==> config.mk <==
export PLATFORM = sky130hd
export DESIGN_NAME = fci_host
export DESIGN_NICKNAME = d
export VERILOG_FILES = /design/src/verilog/fci_pkg.sv /design/src/verilog/fci_cyc_if.sv /design/src/verilog/fci_host.sv /design/src/verilog/fci_bus_engine.sv
export SDC_FILE = /design/constraint.sdc
export NUM_CORES = 1
export LEC_CHECK = 0
export BUFFER_PORTS_ARGS = -buffer_cell sky130_fd_sc_hd__buf_2
export CORE_MARGIN = 1.5
export CORE_UTILIZATION = 40
export DETAILED_ROUTE_END_ITERATION = 16
export PLACE_DENSITY_LB_ADDON = 0.2
export SYNTH_ARGS = -nofsm -noshare
export SYNTH_HDL_FRONTEND = slang
export SYNTH_SLANG_ARGS = --single-unit
==> constraint.sdc <==
create_clock -name i_clk -period 8.3 [get_ports i_clk]
set_input_delay 0 -clock i_clk [delete_from_list [all_inputs] [get_ports i_clk]]
set_output_delay 0 -clock i_clk [all_outputs]
set_load 0.005 [all_outputs]
==> src/verilog/fci_pkg.sv <==
// Purpose: constants shared by the flash command host and its bus engine
// Assumes: 25 MHz system clock, word-mode (x16) parallel flash bus
// Notes:   the host drives command cycles; the flash decodes them
// ---------------------------------------------------------------
// ---------------------------------------------------------------
package fci_pkg;

  localparam int FCI_AW = 22;
  localparam int FCI_DW = 16;

  localparam logic [10:0] FCI_UNLOCK_A = 11'h555;
  localparam logic [10:0] FCI_UNLOCK_B = 11'h2aa;
  localparam logic [15:0] FCI_D_AA     = 16'h00aa;
  localparam logic [15:0] FCI_D_55     = 16'h0055;
  localparam logic [15:0] FCI_D_RESET  = 16'h00f0;
  localparam logic [15:0] FCI_D_AUTOSEL = 16'h0090;
  localparam logic [15:0] FCI_D_PROG   = 16'h00a0;
  localparam logic [15:0] FCI_D_ERASE  = 16'h0080;
  localparam logic [15:0] FCI_D_CHIP   = 16'h0010;
  localparam logic [15:0] FCI_D_SECTOR = 16'h0030;
  localparam logic [15:0] FCI_D_SUSP   = 16'h00b0;
  localparam logic [15:0] FCI_D_RESUME = 16'h0030;
  localparam logic [15:0] FCI_D_FAST   = 16'h0020;
  localparam logic [15:0] FCI_D_PROT1  = 16'h0060;
  localparam logic [15:0] FCI_D_PROT3  = 16'h0040;
  localparam logic [15:0] FCI_D_QUERY  = 16'h0098;
  localparam logic [15:0] FCI_D_HIDDEN = 16'h0088;
  localparam logic [10:0] FCI_QUERY_A  = 11'h055;
  localparam logic [6:0]  FCI_PROT_LOW = 7'h02;
  localparam logic [6:0]  FCI_PROT_MASK = 7'h4f;
  localparam logic [21:0] FCI_HIDDEN_TOP = 22'h00007f;
  localparam logic [7:0]  FCI_PROT_YES = 8'h01;
  localparam logic [7:0]  FCI_PROT_NO  = 8'h00;
  localparam int FCI_BANK_HI = 21;
  localparam int FCI_BANK_LO = 19;
  localparam int FCI_SECT_LO = 12;

  localparam int CLK_NS        = 40;
  localparam int T_WP_NS       = 35;
  localparam int T_WPH_NS      = 25;
  localparam int T_ACC_NS      = 70;
  localparam int T_BUSY_NS     = 90;
  localparam int T_SPD_US      = 20;
  localparam int T_READY_US    = 20;
  localparam int T_RP_NS       = 500;
  localparam int T_PROG_US     = 100;
  localparam int T_ERASE_S     = 2;
  localparam int CYC_WP   = (T_WP_NS + CLK_NS - 1) / CLK_NS;
  localparam int CYC_WPH  = (T_WPH_NS + CLK_NS - 1) / CLK_NS;
  localparam int CYC_ACC  = (T_ACC_NS + CLK_NS - 1) / CLK_NS;
  localparam int CYC_BUSY = (T_BUSY_NS / CLK_NS) + 1;
  localparam int CYC_RP   = (T_RP_NS + CLK_NS - 1) / CLK_NS;
  localparam int CYC_SPD  = T_SPD_US * 1000 / CLK_NS;
  localparam int CYC_READY = T_READY_US * 1000 / CLK_NS;
  localparam int CYC_PROG = T_PROG_US * 1000 / CLK_NS;
  localparam longint CYC_ERASE = longint'(T_ERASE_S) * 64'd1000000000 / CLK_NS;

  typedef enum logic [3:0] {
    FCI_OP_RESET1, FCI_OP_RESET3, FCI_OP_AUTOSEL, FCI_OP_PROGRAM,
    FCI_OP_PSUSP, FCI_OP_PRESUME, FCI_OP_CHIP_ERASE, FCI_OP_SECT_ERASE,
    FCI_OP_ESUSP, FCI_OP_ERESUME, FCI_OP_FAST_SET, FCI_OP_FAST_PROG,
    FCI_OP_FAST_EXIT, FCI_OP_PROTECT, FCI_OP_QUERY, FCI_OP_READ
  } fci_op_t;

endpackage

==> src/verilog/fci_cyc_if.sv <==
`timescale 1ns/1ps
// Purpose: one bus-cycle request between sequencer and pin engine
// Assumes: single clock, same domain on both sides
// Notes:   req held until ack pulses
interface fci_cyc_if;
  logic        req;
  logic        wr;
  logic [21:0] addr;
  logic [15:0] wdata;
  logic        ack;
  logic [15:0] rdata;
  modport seq (output req, output wr, output addr, output wdata,
               input ack, input rdata);
  modport eng (input req, input wr, input addr, input wdata,
               output ack, output rdata);
endinterface

==> src/verilog/fci_host.sv <==
`timescale 1ns/1ps
// Purpose: host controller issuing flash command sequences
// Assumes: user holds op stable while o_ready is low after i_start
// Notes:   polls the busy pin, then for program commands bit 7 back to its true value, for completion
module fci_host
  import fci_pkg::*;
#(
  parameter int unsigned PROG_CYC  = CYC_PROG,
  parameter longint      ERASE_CYC = CYC_ERASE,
  parameter int unsigned READY_CYC = CYC_READY,
  parameter int unsigned SPD_CYC   = CYC_SPD
)(
  input  wire logic             i_clk,
  input  wire logic             i_rst_b,
  input  wire logic             i_start,
  input  wire fci_pkg::fci_op_t i_op,
  input  wire logic [21:0]      i_addr,
  input  wire logic [15:0]      i_data,
  input  wire logic             i_hv_reset,
  input  wire logic             i_hidden,
  input  wire logic             i_flash_reset,
  input  wire logic [15:0]      i_dq_in,
  input  wire logic             i_rdy_busy_b,
  output logic                  o_ready,
  output logic                  o_done,
  output logic                  o_error,
  output logic                  o_timeout,
  output logic      [15:0]      o_rdata,
  output logic                  o_fast_mode,
  output logic      [21:0]      o_addr,
  output logic      [15:0]      o_dq_out,
  output logic                  o_dq_oe_b,
  output logic                  o_cs_b,
  output logic                  o_we_b,
  output logic                  o_oe_b,
  output logic                  o_reset_b
);
  // A zero wait count would end every wait before it starts
  if (PROG_CYC < 1 || ERASE_CYC < 1 || READY_CYC < 1 || SPD_CYC < 1) begin
    $error("fci_host: wait counts must be at least one");
  end

  typedef enum {H_IDLE, H_CYC, H_POLL, H_RSTPIN, H_RSTWAIT} fci_hst_t;
  fci_hst_t     st;
  fci_op_t      op;
  logic [2:0]   idx, nlast;
  logic [21:0]  tgt;
  logic [15:0]  wd;
  logic [39:0]  wait_cnt, wait_max;
  logic         rb_s1, rb_s2, rb_s3, rb_busy;
  logic         poll_rd, poll_phase;
  logic [21:0]  next_addr;
  logic [15:0]  next_data;
  logic         next_wr;
  fci_cyc_if    cyc ();

  // ---------------------------------------------------------------
  // Command table
  // ---------------------------------------------------------------
  function automatic logic [2:0] fci_len(input fci_op_t o);
    case (o)
      FCI_OP_RESET1, FCI_OP_PSUSP, FCI_OP_PRESUME, FCI_OP_ESUSP,
      FCI_OP_ERESUME, FCI_OP_QUERY, FCI_OP_READ: fci_len = 3'd1;
      FCI_OP_FAST_PROG, FCI_OP_FAST_EXIT:      fci_len = 3'd2;
      FCI_OP_RESET3, FCI_OP_AUTOSEL, FCI_OP_FAST_SET: fci_len = 3'd3;
      FCI_OP_PROGRAM, FCI_OP_PROTECT:          fci_len = 3'd4;
      default:                                 fci_len = 3'd6;
    endcase
  endfunction

  function automatic logic [21:0] fci_unl(input logic [10:0] a,
                                          input logic [21:0] t);
    fci_unl = {t[21:11], a};
  endfunction

  function automatic logic fci_is_wait(input fci_op_t o);
    fci_is_wait = (o == FCI_OP_PROGRAM) || (o == FCI_OP_FAST_PROG) ||
                  (o == FCI_OP_CHIP_ERASE) || (o == FCI_OP_SECT_ERASE) ||
                  (o == FCI_OP_ESUSP) || (o == FCI_OP_PSUSP);
  endfunction

  // Bank-addressed cycles keep only bits 21..19; unlock cycles keep
  // the bank too, so a hidden-region access lands in bank zero.
  always_comb begin
    next_wr   = 1'b1;
    next_addr = fci_unl(FCI_UNLOCK_A, tgt);
    next_data = FCI_D_AA;
    if (idx == 3'd1 || idx == 3'd4) begin
      next_addr = fci_unl(FCI_UNLOCK_B, tgt);
      next_data = FCI_D_55;
    end
    case (op)
      FCI_OP_RESET1: next_data = FCI_D_RESET;
      FCI_OP_RESET3: if (idx == 3'd2) next_data = FCI_D_RESET;
      FCI_OP_AUTOSEL: if (idx == 3'd2) next_data = FCI_D_AUTOSEL;
      FCI_OP_PROGRAM: begin
        if (idx == 3'd2) next_data = FCI_D_PROG;
        if (idx == 3'd3) begin
          next_addr = tgt;
          next_data = wd;
        end
      end
      FCI_OP_PSUSP, FCI_OP_ESUSP: begin
        next_addr = {tgt[FCI_BANK_HI:FCI_BANK_LO], 19'h0};
        next_data = FCI_D_SUSP;
      end
      FCI_OP_PRESUME, FCI_OP_ERESUME: begin
        next_addr = {tgt[FCI_BANK_HI:FCI_BANK_LO], 19'h0};
        next_data = FCI_D_RESUME;
      end
      FCI_OP_CHIP_ERASE, FCI_OP_SECT_ERASE: begin
        if (idx == 3'd2) next_data = FCI_D_ERASE;
        if (idx == 3'd5) begin
          if (op == FCI_OP_SECT_ERASE) begin
            next_addr = {tgt[21:FCI_SECT_LO], 12'h000};
            next_data = FCI_D_SECTOR;
          end else begin
            next_data = FCI_D_CHIP;
          end
        end
      end
      FCI_OP_FAST_SET: if (idx == 3'd2) next_data = FCI_D_FAST;
      FCI_OP_FAST_PROG: begin
        next_addr = (idx == 3'd0) ? 22'h0 : tgt;
        next_data = (idx == 3'd0) ? FCI_D_PROG : wd;
      end
      FCI_OP_FAST_EXIT: begin
        next_addr = {tgt[FCI_BANK_HI:FCI_BANK_LO], 19'h0};
        next_data = (idx == 3'd0) ? FCI_D_AUTOSEL : FCI_D_RESET;
      end
      FCI_OP_PROTECT: begin
        // Group address on top, fixed pattern on A6,A3..A0
        next_addr = {tgt[21:FCI_SECT_LO], 5'h00, FCI_PROT_LOW};
        next_data = (idx == 3'd2) ? FCI_D_PROT3 : FCI_D_PROT1;
        if (idx == 3'd0) next_addr = 22'h0;
        if (idx == 3'd3) next_wr = 1'b0;      // verify read
      end
      FCI_OP_QUERY: begin
        next_addr = {tgt[FCI_BANK_HI:FCI_BANK_LO], 8'h00, FCI_QUERY_A};
        next_data = FCI_D_QUERY;
      end
      FCI_OP_READ: begin
        next_addr = tgt;
        next_wr   = 1'b0;
      end
      default: next_data = FCI_D_RESET;
    endcase
    if (poll_rd) begin
      next_addr = tgt;
      next_wr   = 1'b0;
    end
  end

  assign cyc.addr  = next_addr;
  assign cyc.wdata = next_data;
  assign cyc.wr    = next_wr;

  // ---------------------------------------------------------------
  // Busy pin sampling
  // ---------------------------------------------------------------
  always_ff @(posedge i_clk) begin
    rb_s1 <= i_rdy_busy_b;
    rb_s2 <= rb_s1;
    rb_s3 <= rb_s2;
    if (rb_s2 == rb_s3) rb_busy <= !rb_s3;
  end

  // ---------------------------------------------------------------
  // Sequencer
  // ---------------------------------------------------------------
  always_ff @(posedge i_clk) begin
    if (!i_rst_b) begin
      st <= H_IDLE; op <= FCI_OP_READ; idx <= 3'd0; nlast <= 3'd0;
      tgt <= '0; wd <= 16'h0000; wait_cnt <= '0; wait_max <= '0;
      poll_rd <= 1'b0; poll_phase <= 1'b0; cyc.req <= 1'b0;
      o_ready <= 1'b0; o_done <= 1'b0; o_error <= 1'b0;
      o_timeout <= 1'b0; o_rdata <= 16'h0000; o_fast_mode <= 1'b0;
      o_reset_b <= 1'b1;
    end else begin
      o_done  <= 1'b0;
      o_error <= 1'b0;
      case (st)
        H_IDLE: begin
          o_ready <= 1'b1;
          if (i_flash_reset) begin
            o_ready  <= 1'b0;
            o_reset_b <= 1'b0;
            wait_cnt <= '0;
            st       <= H_RSTPIN;
          end else if (i_start) begin
            o_ready <= 1'b0;
            // Refuse commands outside their mode
            if ((i_op == FCI_OP_FAST_PROG || i_op == FCI_OP_FAST_EXIT)
                && !o_fast_mode ||
                i_op == FCI_OP_PROTECT && !i_hv_reset ||
                i_hidden && i_addr > FCI_HIDDEN_TOP) begin
              o_error <= 1'b1;
              st      <= H_IDLE;
            end else begin
              op  <= i_op;  tgt <= i_addr;  wd <= i_data;
              idx <= 3'd0;  nlast <= fci_len(i_op) - 3'd1;
              cyc.req <= 1'b1;
              st  <= H_CYC;
            end
          end
        end
        H_CYC: begin
          if (cyc.ack) begin
            if (!cyc.wr) o_rdata <= cyc.rdata;
            if (idx == nlast) begin
              cyc.req <= 1'b0;
              if (op == FCI_OP_FAST_SET) o_fast_mode <= 1'b1;
              if (op == FCI_OP_FAST_EXIT) o_fast_mode <= 1'b0;
              if (fci_is_wait(op)) begin
                wait_cnt <= '0;
                wait_max <= (op == FCI_OP_CHIP_ERASE ||
                             op == FCI_OP_SECT_ERASE) ? 40'(ERASE_CYC) :
                            (op == FCI_OP_ESUSP || op == FCI_OP_PSUSP) ?
                            40'(SPD_CYC) : 40'(PROG_CYC);
                poll_phase <= 1'b0;
                st <= H_POLL;
              end else begin
                o_done <= 1'b1;
                st     <= H_IDLE;
              end
            end else begin
              idx <= idx + 3'd1;
              cyc.req <= 1'b0;
              st <= H_CYC;
            end
          end else begin
            cyc.req <= 1'b1;
          end
        end
        H_POLL: begin
          // Wait out the busy delay before trusting the busy pin
          wait_cnt <= wait_cnt + 40'd1;
          if (wait_cnt >= wait_max) begin
            // Drop a pending poll so the next command is not overridden
            o_timeout <= 1'b1;
            o_error   <= 1'b1;
            poll_rd   <= 1'b0;
            cyc.req   <= 1'b0;
            st        <= H_IDLE;
          end else if (wait_cnt > 40'(CYC_BUSY + 3) && !rb_busy) begin
            if (op == FCI_OP_PROGRAM || op == FCI_OP_FAST_PROG) begin
              // Confirm with a read: bit 7 true again
              if (!poll_phase) begin
                poll_phase <= 1'b1;
                poll_rd <= 1'b1;
                cyc.req <= 1'b1;
              end else if (cyc.ack) begin
                poll_rd <= 1'b0;
                cyc.req <= 1'b0;
                o_rdata <= cyc.rdata;
                poll_phase <= 1'b0;
                if (cyc.rdata[7] == wd[7]) begin
                  o_done <= 1'b1;
                  st <= H_IDLE;
                end
              end
            end else begin
              o_done <= 1'b1;
              st     <= H_IDLE;
            end
          end
        end
        H_RSTPIN: begin
          wait_cnt <= wait_cnt + 40'd1;
          if (wait_cnt >= 40'(CYC_RP)) begin
            o_reset_b <= 1'b1;
            o_fast_mode <= 1'b0;
            wait_cnt <= '0;
            st <= H_RSTWAIT;
          end
        end
        H_RSTWAIT: begin
          wait_cnt <= wait_cnt + 40'd1;
          if (wait_cnt >= 40'(READY_CYC)) begin
            o_done <= 1'b1;
            st <= H_IDLE;
          end
        end
        default: st <= H_IDLE;
      endcase
    end
  end

  fci_bus_engine u_eng (
    .i_clk     (i_clk),
    .i_rst_b   (i_rst_b),
    .cyc       (cyc),
    .i_dq_in   (i_dq_in),
    .o_addr    (o_addr),
    .o_dq_out  (o_dq_out),
    .o_dq_oe_b (o_dq_oe_b),
    .o_cs_b    (o_cs_b),
    .o_we_b    (o_we_b),
    .o_oe_b    (o_oe_b)
  );

  // ---------------------------------------------------------------
  // Checks
  // ---------------------------------------------------------------
  a_fast_guard: assert property (@(posedge i_clk) disable iff (!i_rst_b)
    st == H_IDLE && i_start && !i_flash_reset &&
    i_op == FCI_OP_FAST_PROG && !o_fast_mode |=> o_error)
    else $error("fast program accepted outside fast mode");
  a_prot_hv: assert property (@(posedge i_clk) disable iff (!i_rst_b)
    st == H_IDLE && i_start && !i_flash_reset &&
    i_op == FCI_OP_PROTECT && !i_hv_reset |=> st == H_IDLE)
    else $error("protect issued without high voltage");
  a_unlock_addr: assert property (@(posedge i_clk) disable iff (!i_rst_b)
    st == H_CYC && cyc.req && next_data == FCI_D_55 && op != FCI_OP_PROGRAM
    && op != FCI_OP_FAST_PROG |-> next_addr[10:0] == FCI_UNLOCK_B)
    else $error("second unlock cycle not at 2aah");
  a_sector_sel: assert property (@(posedge i_clk) disable iff (!i_rst_b)
    st == H_CYC && op == FCI_OP_SECT_ERASE && idx == 3'd5 |->
    next_addr[21:12] == tgt[21:12] && next_addr[11:0] == 12'h000)
    else $error("sector address not on bits 21..12");
  a_bank_bits: assert property (@(posedge i_clk) disable iff (!i_rst_b)
    st == H_CYC && (op == FCI_OP_ESUSP || op == FCI_OP_ERESUME) |->
    next_addr[21:19] == tgt[21:19] && next_data[7:4] != 4'h0)
    else $error("bank address wrong");
  a_prot_pattern: assert property (@(posedge i_clk) disable iff (!i_rst_b)
    st == H_CYC && op == FCI_OP_PROTECT && idx != 3'd0 |->
    (next_addr[6:0] & FCI_PROT_MASK) == FCI_PROT_LOW)
    else $error("protect pattern wrong");
  a_reset_width: assert property (@(posedge i_clk) disable iff (!i_rst_b)
    $fell(o_reset_b) |-> !o_reset_b [*8])
    else $error("reset pulse too short");
  a_hidden_rng: assert property (@(posedge i_clk) disable iff (!i_rst_b)
    st == H_IDLE && i_start && !i_flash_reset && i_hidden &&
    i_addr > FCI_HIDDEN_TOP |=> o_error)
    else $error("hidden access outside region accepted");
  a_prog_data: assert property (@(posedge i_clk) disable iff (!i_rst_b)
    st == H_CYC && op == FCI_OP_PROGRAM && idx == 3'd3 && !poll_rd |->
    next_addr == tgt && next_data == wd)
    else $error("program cycle carries wrong word");
  c_program: cover property (@(posedge i_clk)
    st == H_POLL && op == FCI_OP_PROGRAM ##[1:1000] o_done);
  c_erase: cover property (@(posedge i_clk)
    st == H_POLL && op == FCI_OP_SECT_ERASE);
  c_refused: cover property (@(posedge i_clk) o_error && !o_timeout);
  c_pinreset: cover property (@(posedge i_clk) st == H_RSTWAIT);
endmodule

==> src/verilog/fci_bus_engine.sv <==
`timescale 1ns/1ps
// Purpose: drives one asynchronous write or read cycle on the flash pins
// Assumes: flash data pins are sampled through a three-flop stage
// Notes:   address and data stay stable across the whole write pulse
module fci_bus_engine
  import fci_pkg::*;
(
  input  wire logic             i_clk,
  input  wire logic             i_rst_b,
  fci_cyc_if.eng                cyc,
  input  wire logic [15:0]      i_dq_in,
  output logic      [21:0]      o_addr,
  output logic      [15:0]      o_dq_out,
  output logic                  o_dq_oe_b,
  output logic                  o_cs_b,
  output logic                  o_we_b,
  output logic                  o_oe_b
);
  typedef enum {E_IDLE, E_SETUP, E_PULSE, E_HIGH, E_RWAIT} fci_eng_t;
  fci_eng_t   st;
  logic [7:0] cnt;
  logic [15:0] dq_s1, dq_s2, dq_s3;

  // Data pins come from outside the clock domain
  always_ff @(posedge i_clk) begin
    dq_s1 <= i_dq_in;
    dq_s2 <= dq_s1;
    dq_s3 <= dq_s2;
  end

  always_ff @(posedge i_clk) begin
    if (!i_rst_b) begin
      st        <= E_IDLE;
      cnt       <= 8'h00;
      o_addr    <= '0;
      o_dq_out  <= 16'h0000;
      o_dq_oe_b <= 1'b1;
      o_cs_b    <= 1'b1;
      o_we_b    <= 1'b1;
      o_oe_b    <= 1'b1;
      cyc.ack   <= 1'b0;
      cyc.rdata <= 16'h0000;
    end else begin
      cyc.ack <= 1'b0;
      case (st)
        E_IDLE: begin
          if (cyc.req && !cyc.ack) begin
            // Address and data latched by the flash at the write edge
            o_addr    <= cyc.addr;
            o_dq_out  <= cyc.wdata;
            o_dq_oe_b <= !cyc.wr;
            o_cs_b    <= 1'b0;
            st        <= E_SETUP;
          end
        end
        E_SETUP: begin
          cnt <= 8'h00;
          if (cyc.wr) begin
            o_we_b <= 1'b0;
            st     <= E_PULSE;
          end else begin
            o_oe_b <= 1'b0;
            st     <= E_RWAIT;
          end
        end
        E_PULSE: begin
          // One cycle beyond the minimum width, as margin on slow edges
          cnt <= cnt + 8'h01;
          if (cnt >= 8'(CYC_WP)) begin
            o_we_b <= 1'b1;
            cnt    <= 8'h00;
            st     <= E_HIGH;
          end
        end
        E_HIGH: begin
          cnt <= cnt + 8'h01;
          if (cnt >= 8'(CYC_WPH)) begin
            o_cs_b    <= 1'b1;
            o_dq_oe_b <= 1'b1;
            cyc.ack   <= 1'b1;
            st        <= E_IDLE;
          end
        end
        E_RWAIT: begin
          // Covers access time plus the three-flop input delay
          cnt <= cnt + 8'h01;
          if (cnt >= 8'(CYC_ACC + 3)) begin
            cyc.rdata <= dq_s3;
            o_oe_b    <= 1'b1;
            o_cs_b    <= 1'b1;
            cyc.ack   <= 1'b1;
            st        <= E_IDLE;
          end
        end
        default: st <= E_IDLE;
      endcase
    end
  end

  a_wp_width: assert property (@(posedge i_clk) disable iff (!i_rst_b)
    $fell(o_we_b) |-> !o_we_b [*2])
    else $error("write pulse too short");
  a_data_stable: assert property (@(posedge i_clk) disable iff (!i_rst_b)
    !o_we_b |-> $stable(o_dq_out) && $stable(o_addr))
    else $error("address or data moved during write pulse");
  c_write: cover property (@(posedge i_clk) $rose(o_we_b));
endmodule

======== Yosys cells after proc, flatten, opt, wreduce, memory -nomap -nowiden ========
Memory sizes are Yosys's and may differ from the RTL's.
Index checks and enable logic that the tools add are counted.
cells by class
  equality and inequality tests ........... 65
  reductions and logical operators ........ 64
  div/mod/pow operators ................... 0
  shift operators ......................... 0
  $add $sub $neg .......................... 4
  bitwise logic cells ..................... 2
  muxes and demuxes ....................... 132
  order comparisons ....................... 7
  multipliers ............................. 0
operators with widths
  cell                   count
  $mux 32                16
  $pmux 32 s5            2
  $mux 16                15
  $mux 40                5
  $pmux 16 s12           1
  $pmux 40 s4            1
  $pmux 22 s7            1
  $eq 32x2->1 const B    4
  $mux 22                3
  $eq 32x1->1 const B    2
  $eq 32x3->1 const B    2
  $logic_not 32->1       2
  $mux 1                 50
  $eq 4x4->1 const B     11
  $add 40x1->40 const B  1
  $ge 40x4->1 const B    1
  $ge 40x40->1           1
  $ge 40x9->1 const B    1
  $gt 40x3->1 const B    1
  $mux 12                3
  $mux 3                 11
  $pmux 16 s2            1
  $ne 2x2->1 const B     15
  $mux 26                1
  other kinds (46)       123
storage, ports and cells
  memories ................................ 1
  memory bits (read-only) ................. 48
  logic and storage cells ................. 310
  RAM bits ................................ 0
  bits of input ports ..................... 65
  flip-flop bits (word level) ............. 336
  output and inout bits ................... 64
  latch bits .............................. 0
memory list
  memory            words  width  read ports  clocked after Yosys merged registers in  write ports  RTL line        source
  (name not given)  16     3      1           0                                        0            fci_host.sv:61  case (o)

======== Logic depth before layout (Yosys ltp) ========
  word-level depth ........................ 11
  gate-level depth with buffers ........... 10
  depth with buffers taken out ............ 8

======== Cells and area by module ========
From an unflattened synthesis, not the netlist that was laid out.
second synthesis, totals
  cell total of the unflattened synthesis .. 1310
  area, all modules ....................... 11023.1 µm²
by module, submodules not included
  module          area an instance (µm²)  cells each  sequential area each (µm²)  times used
  fci_host        7234.4                  927         2512.4                      1
  fci_bus_engine  3788.6                  383         2362.3                      1

======== Least setup slack after synthesis ========
OpenSTA, ideal clock, no wires.
  path kind ............................... flip-flop to flip-flop
  start ................................... reg wait_max[23]
  end ..................................... reg o_rdata[10]
  library setup time ...................... 72 ps
  path buffers ............................ 1
  setup slack ............................. 5596 ps
  required time ........................... 8228 ps
  arrival ................................. 2632 ps
  stages on the path, launching flop included .. 10
  clock period less this slack ............ 2704 ps
  cells stage by stage .................... dfxtp_1 > inv_1 > ha_1 > a2111oi_0 > nor3_1 > o41ai_2 > nand4_1 > a221oi_4 > buf_6 > mux2i_1
between the ends
  longest elaborated chain between the ends .. 3
RTL lines
  what                               RTL line         source
  start: declaration                 fci_host.sv:49   logic [39:0] wait_cnt, wait_max;
  start signal: assignment           fci_host.sv:216  wait_max <= (op == FCI_OP_CHIP_ERASE ||
  $ge 40x40->1                       fci_host.sv:238  if (wait_cnt >= wait_max) begin
  $ne 2x2->1 (no source line)        -
  $reduce_and 8->1 (no source line)  -
  end signal: assignment             fci_host.sv:209  if (!cyc.wr) o_rdata <= cyc.rdata;
  end signal: assignment             fci_host.sv:255  o_rdata <= cyc.rdata;
  end: declaration                   fci_host.sv:28   output logic [15:0] o_rdata,
No other way between the ends.
A chain may end at the register's enable or synchronous reset.

======== Final worst setup path ========
  start ................................... reg op[0]
  end ..................................... reg wait_cnt[17]
between the ends
  longest elaborated chain between the ends .. 8
  elaborated cells on any way between the ends .. 13
  those cells by class .................... eq/ne (7); reduce/logical (6)
RTL lines
  what                                             RTL line         source
  start: declaration                               fci_host.sv:45   fci_op_t op;
  start signal: assignment                         fci_host.sv:200  op <= i_op; tgt <= i_addr; wd <= i_data;
  $eq 4x2->1 / $eq 4x4->1 (equally long branches)  fci_host.sv:77   fci_is_wait = (o == FCI_OP_PROGRAM) || (o == FCI_OP_FAST_PROG) ||
  $logic_or 1x1->1 (2 in series)                   fci_host.sv:77
  $logic_or 1x1->1 (2 in series)                   fci_host.sv:78   (o == FCI_OP_CHIP_ERASE) || (o == FCI_OP_SECT_ERASE) ||
  $logic_or 1x1->1 (*)                             fci_host.sv:79   (o == FCI_OP_ESUSP) || (o == FCI_OP_PSUSP);
  $ne 2x2->1 (no source line) (*)                  -
  $reduce_and 5->1 (no source line) (*)            -
  end signal: assignment                           fci_host.sv:237  wait_cnt <= wait_cnt + 40'd1;
  end signal: assignment                           fci_host.sv:269  wait_cnt <= wait_cnt + 40'd1;
  end signal: assignment                           fci_host.sv:278  wait_cnt <= wait_cnt + 40'd1;
  end: declaration                                 fci_host.sv:49
Mark *: on every way between the ends. The rest lies on a longest branch, timed or not.

==> impl_results.md <==
- Status: finished clean
- DRT Pass-1 Iters: 5
- Top reg by flops: wait_cnt
- Syn avg cell area: 8.50 µm²
- Slew Viols, Final: 0
- Mapped Nets: 1,381
- Routability congestion estimate: 0.873
- Pleak: 5.11 nW
- Top cell type's share of synthesized area: 44.4%
- Yosys Warn Count: 0
- Final nets: 1,529
- Max-slew headroom: 24.6%
- Number of setup violations in the final report: 0
- Worst Setup Start Kind: register
- Top Ports: 129
- Post-route cell area: 13,300 µm²
- Worst-skew pair later-pin latency: approximately 550 ps
- DR iter-0 viols: 769
- Hold Crit Class: in2reg
- Fraction of registers with async set/reset: 0%
- DRC Markers: 0
- CTS max path bufs: 3
- Initial core utilization: slightly above 40%
- Period utilisation layout: between 40% and 50%
- Worst reg2reg setup slack: about 4700 ps
- Port-buffer cells: 128
- Clock skew: 10.1 ps
- Final Critical Period: 3630 ps
- Core area: 26,900 µm²
- Reg-to-reg startpoint: op[0]$_SDFFE_PN1P_
- Max H-tree Level: 1
- Yosys top cell by area: dfxtp_1
- Antenna violations before repair: 0
- CTS tree: done
- Yosys reg bits: 243
- Clk slew on worst S/H paths: 60 ps
- Rows: 60
- Die area: ~28,000 µm²
- Root Buffer: clkbuf_16
- Top_reg_cell synth: dfxtp_1
- Number of cells on the worst hold path: 3
- CP Class: reg2reg
- Vias in the first global route: 9,210
- Clk sink count: 243
- Fraction of layout cells with a size suffix above 1: 14.4%
- Detailed placer's ending HPWL: between 15,000 and 20,000 µm
- Met1 Track Usage GR: 27.4%
- Grt met2 use: 32.9%
- Power Total: 3.32 mW
- Area growth syn-to-layout: 22.0%
- Via count: 9,737
- Setup Fix Bufs, Post-CTS: 0
- Total CTS buffers: 27
- Drt wl/cell: about 16 µm
- Crit. End Element: register
- Crit path max fanout: 40
- Total negative slack: 0 ps
- Worst IR Drop VDD: 0.160 mV
- Worst EP required: slightly below 9000 ps
- Pwr/cell area: 249 nW/µm²
- R2R depth: 7
- Slew @ Worst Pin: 1130 ps
- GRT Max-Usage Layer: met2
- Area after DPL: between 10,000 and 15,000 µm²
- Die X: around 170 µm
- Post-DRT Antenna Nets: 0
- Most frequent cell after synthesis: dfxtp_1
- Gr usage total: 20.1%
- Pin count of the biggest net entering global routing: slightly below 70
- Final Hold Fails: 0
- Arr. time, crit path: 4020 ps
- F_max: 276 MHz
- GRT Residual Overflow: 0
- Final WL: 28,800 µm
- HP Start: i_rst_b
- Syn Inst Count: 1,282
- Max_cap viols: 0
- Count of cell types in the netlist: slightly above 80
- Largest regs: wait_cnt: 40 flops, tgt: 22 flops, u_eng.o_addr: 22 flops
- Met3 Use GR: 3.48%
- Synthesized cell area: 10,900 µm²
- Post-synth EDFFs: 1
- Die Height: 168 µm
- Synth top area cells: dfxtp_1 (44%), nand2_1 (7.0%), a21oi_1 (5.9%)
- Max reg flops: 40
- Post-synthesis sequential area ratio: 44.7%
- Most instantiated cells after synthesis: dfxtp_1 (242), nand2_1 (203), a21oi_1 (129)
- Crit path launch: op[0]$_SDFFE_PN1P_
- RSZ-0062 raised after global routing: no
- First-pass GRT wire length: between 40,000 and 50,000 µm
- Vias per inst: 5.43
final cells by class:
cell class	instances	area (µm²)
fillers	2600	13600
multi-input cells	921	5560
flip-flops and latches	243	4870
repair buffers	199	1330
clock buffers	32	746
well taps	341	427
clock inverters	18	225
inverters	38	144
diodes	1	2.50
where the power goes:
part | internal, mW | switching (mW) | leakage (nW)
clock network | 0.773 | 0.514 | 0.479
registers | 1.25 | 0.0814 | 1.98
logic | 0.256 | 0.440 | 2.65
total | 2.28 | 1.04 | 5.11
cells in the final DEF, fill, tap and decap left out, types with 6 or more instances in the layout:
cell / netlist / routed
a211o_1: 6 / 6
a211oi_1: 21 / 20
a21o_1: 11 / 11
a21oi_1: 129 / 129
a22oi_1: 13 / 13
a31oi_1: 9 / 9
and3_1: 6 / 6
buf_2: 7 / 128
buf_4: 1 / 10
clkbuf_16: 0 / 28
clkinv_2: 0 / 8
dfxtp_1: 242 / 242
dlygate4sd3_1: 0 / 61
ha_1: 34 / 34
inv_1: 37 / 36
mux2i_1: 36 / 36
nand2_1: 203 / 203
nand2b_1: 9 / 9
nand3_1: 33 / 33
nand4_1: 18 / 18
nor2_1: 104 / 104
nor2b_1: 9 / 9
nor3_1: 20 / 20
nor4_1: 18 / 17
o2111ai_1: 8 / 8
o211ai_1: 14 / 14
o21ai_0: 48 / 48
o31ai_1: 18 / 18
or3_1: 24 / 24
or4_1: 13 / 13
xnor2_1: 18 / 18
xor2_1: 7 / 7
layer usage:
metal  routed length (µm)  up-vias
li1                     -     4888
met1                13700     4553
met2                13100      253
met3                 1430       43
met4                  599        0
met5                    0        -
worst max-delay path: stages (launching register included):
cell       delay [ps]
dfxtp_1           850
inv_1             410
a21o_1            300
a2111oi_4         560
o21ai_0           160
buf_4             200
o21ai_4           830
nor2_1            110
per-stage QoR:
stage | utilization (%) | cells | hold slack [ps] | setup WS, ps
final | 49.5 | 1793 | 58.4 | 4670
after floorplan | - | 1282 | 27.7 | 5600
after CTS | 49.5 | 1792 | 57.7 | 4640
after global routing | 49.5 | 1792 | 67.2 | 4300
after global placement | 43.6 | 1681 | 102 | 4740
after detailed placement | 43.6 | 1681 | 104 | 4670
path summary, 6_finish.rpt:
path                                     to
hold reg to reg     u_eng.dq_s3[11]$_DFF_P_
hold / removal           wd[7]$_SDFFE_PN0P_
setup reg to reg  wait_cnt[17]$_SDFFE_PN0P_
setup / recovery  wait_cnt[17]$_SDFFE_PN0P_
what timing repair did:
action,CTS,global route
hold endpoints to repair,66,0
hold buffers,61,0
gates resized for setup,0,0
cell families (layout without fill, tap and decap cells):
logic type      Yosys count  in the layout  share of synthesized area [%]
compound gates          335            335                           20.1
xor+xnor                 25             25                           2.01
fa+ha+maj                35             35                           3.99
buf+inv                 118            287                           4.56
flops                   243            243                           44.7
mux                      40             40                           3.72
other cells               0              1                              0
simple gates            486            486                           21.0
Note: power is estimated with default switching activity, not from simulation.
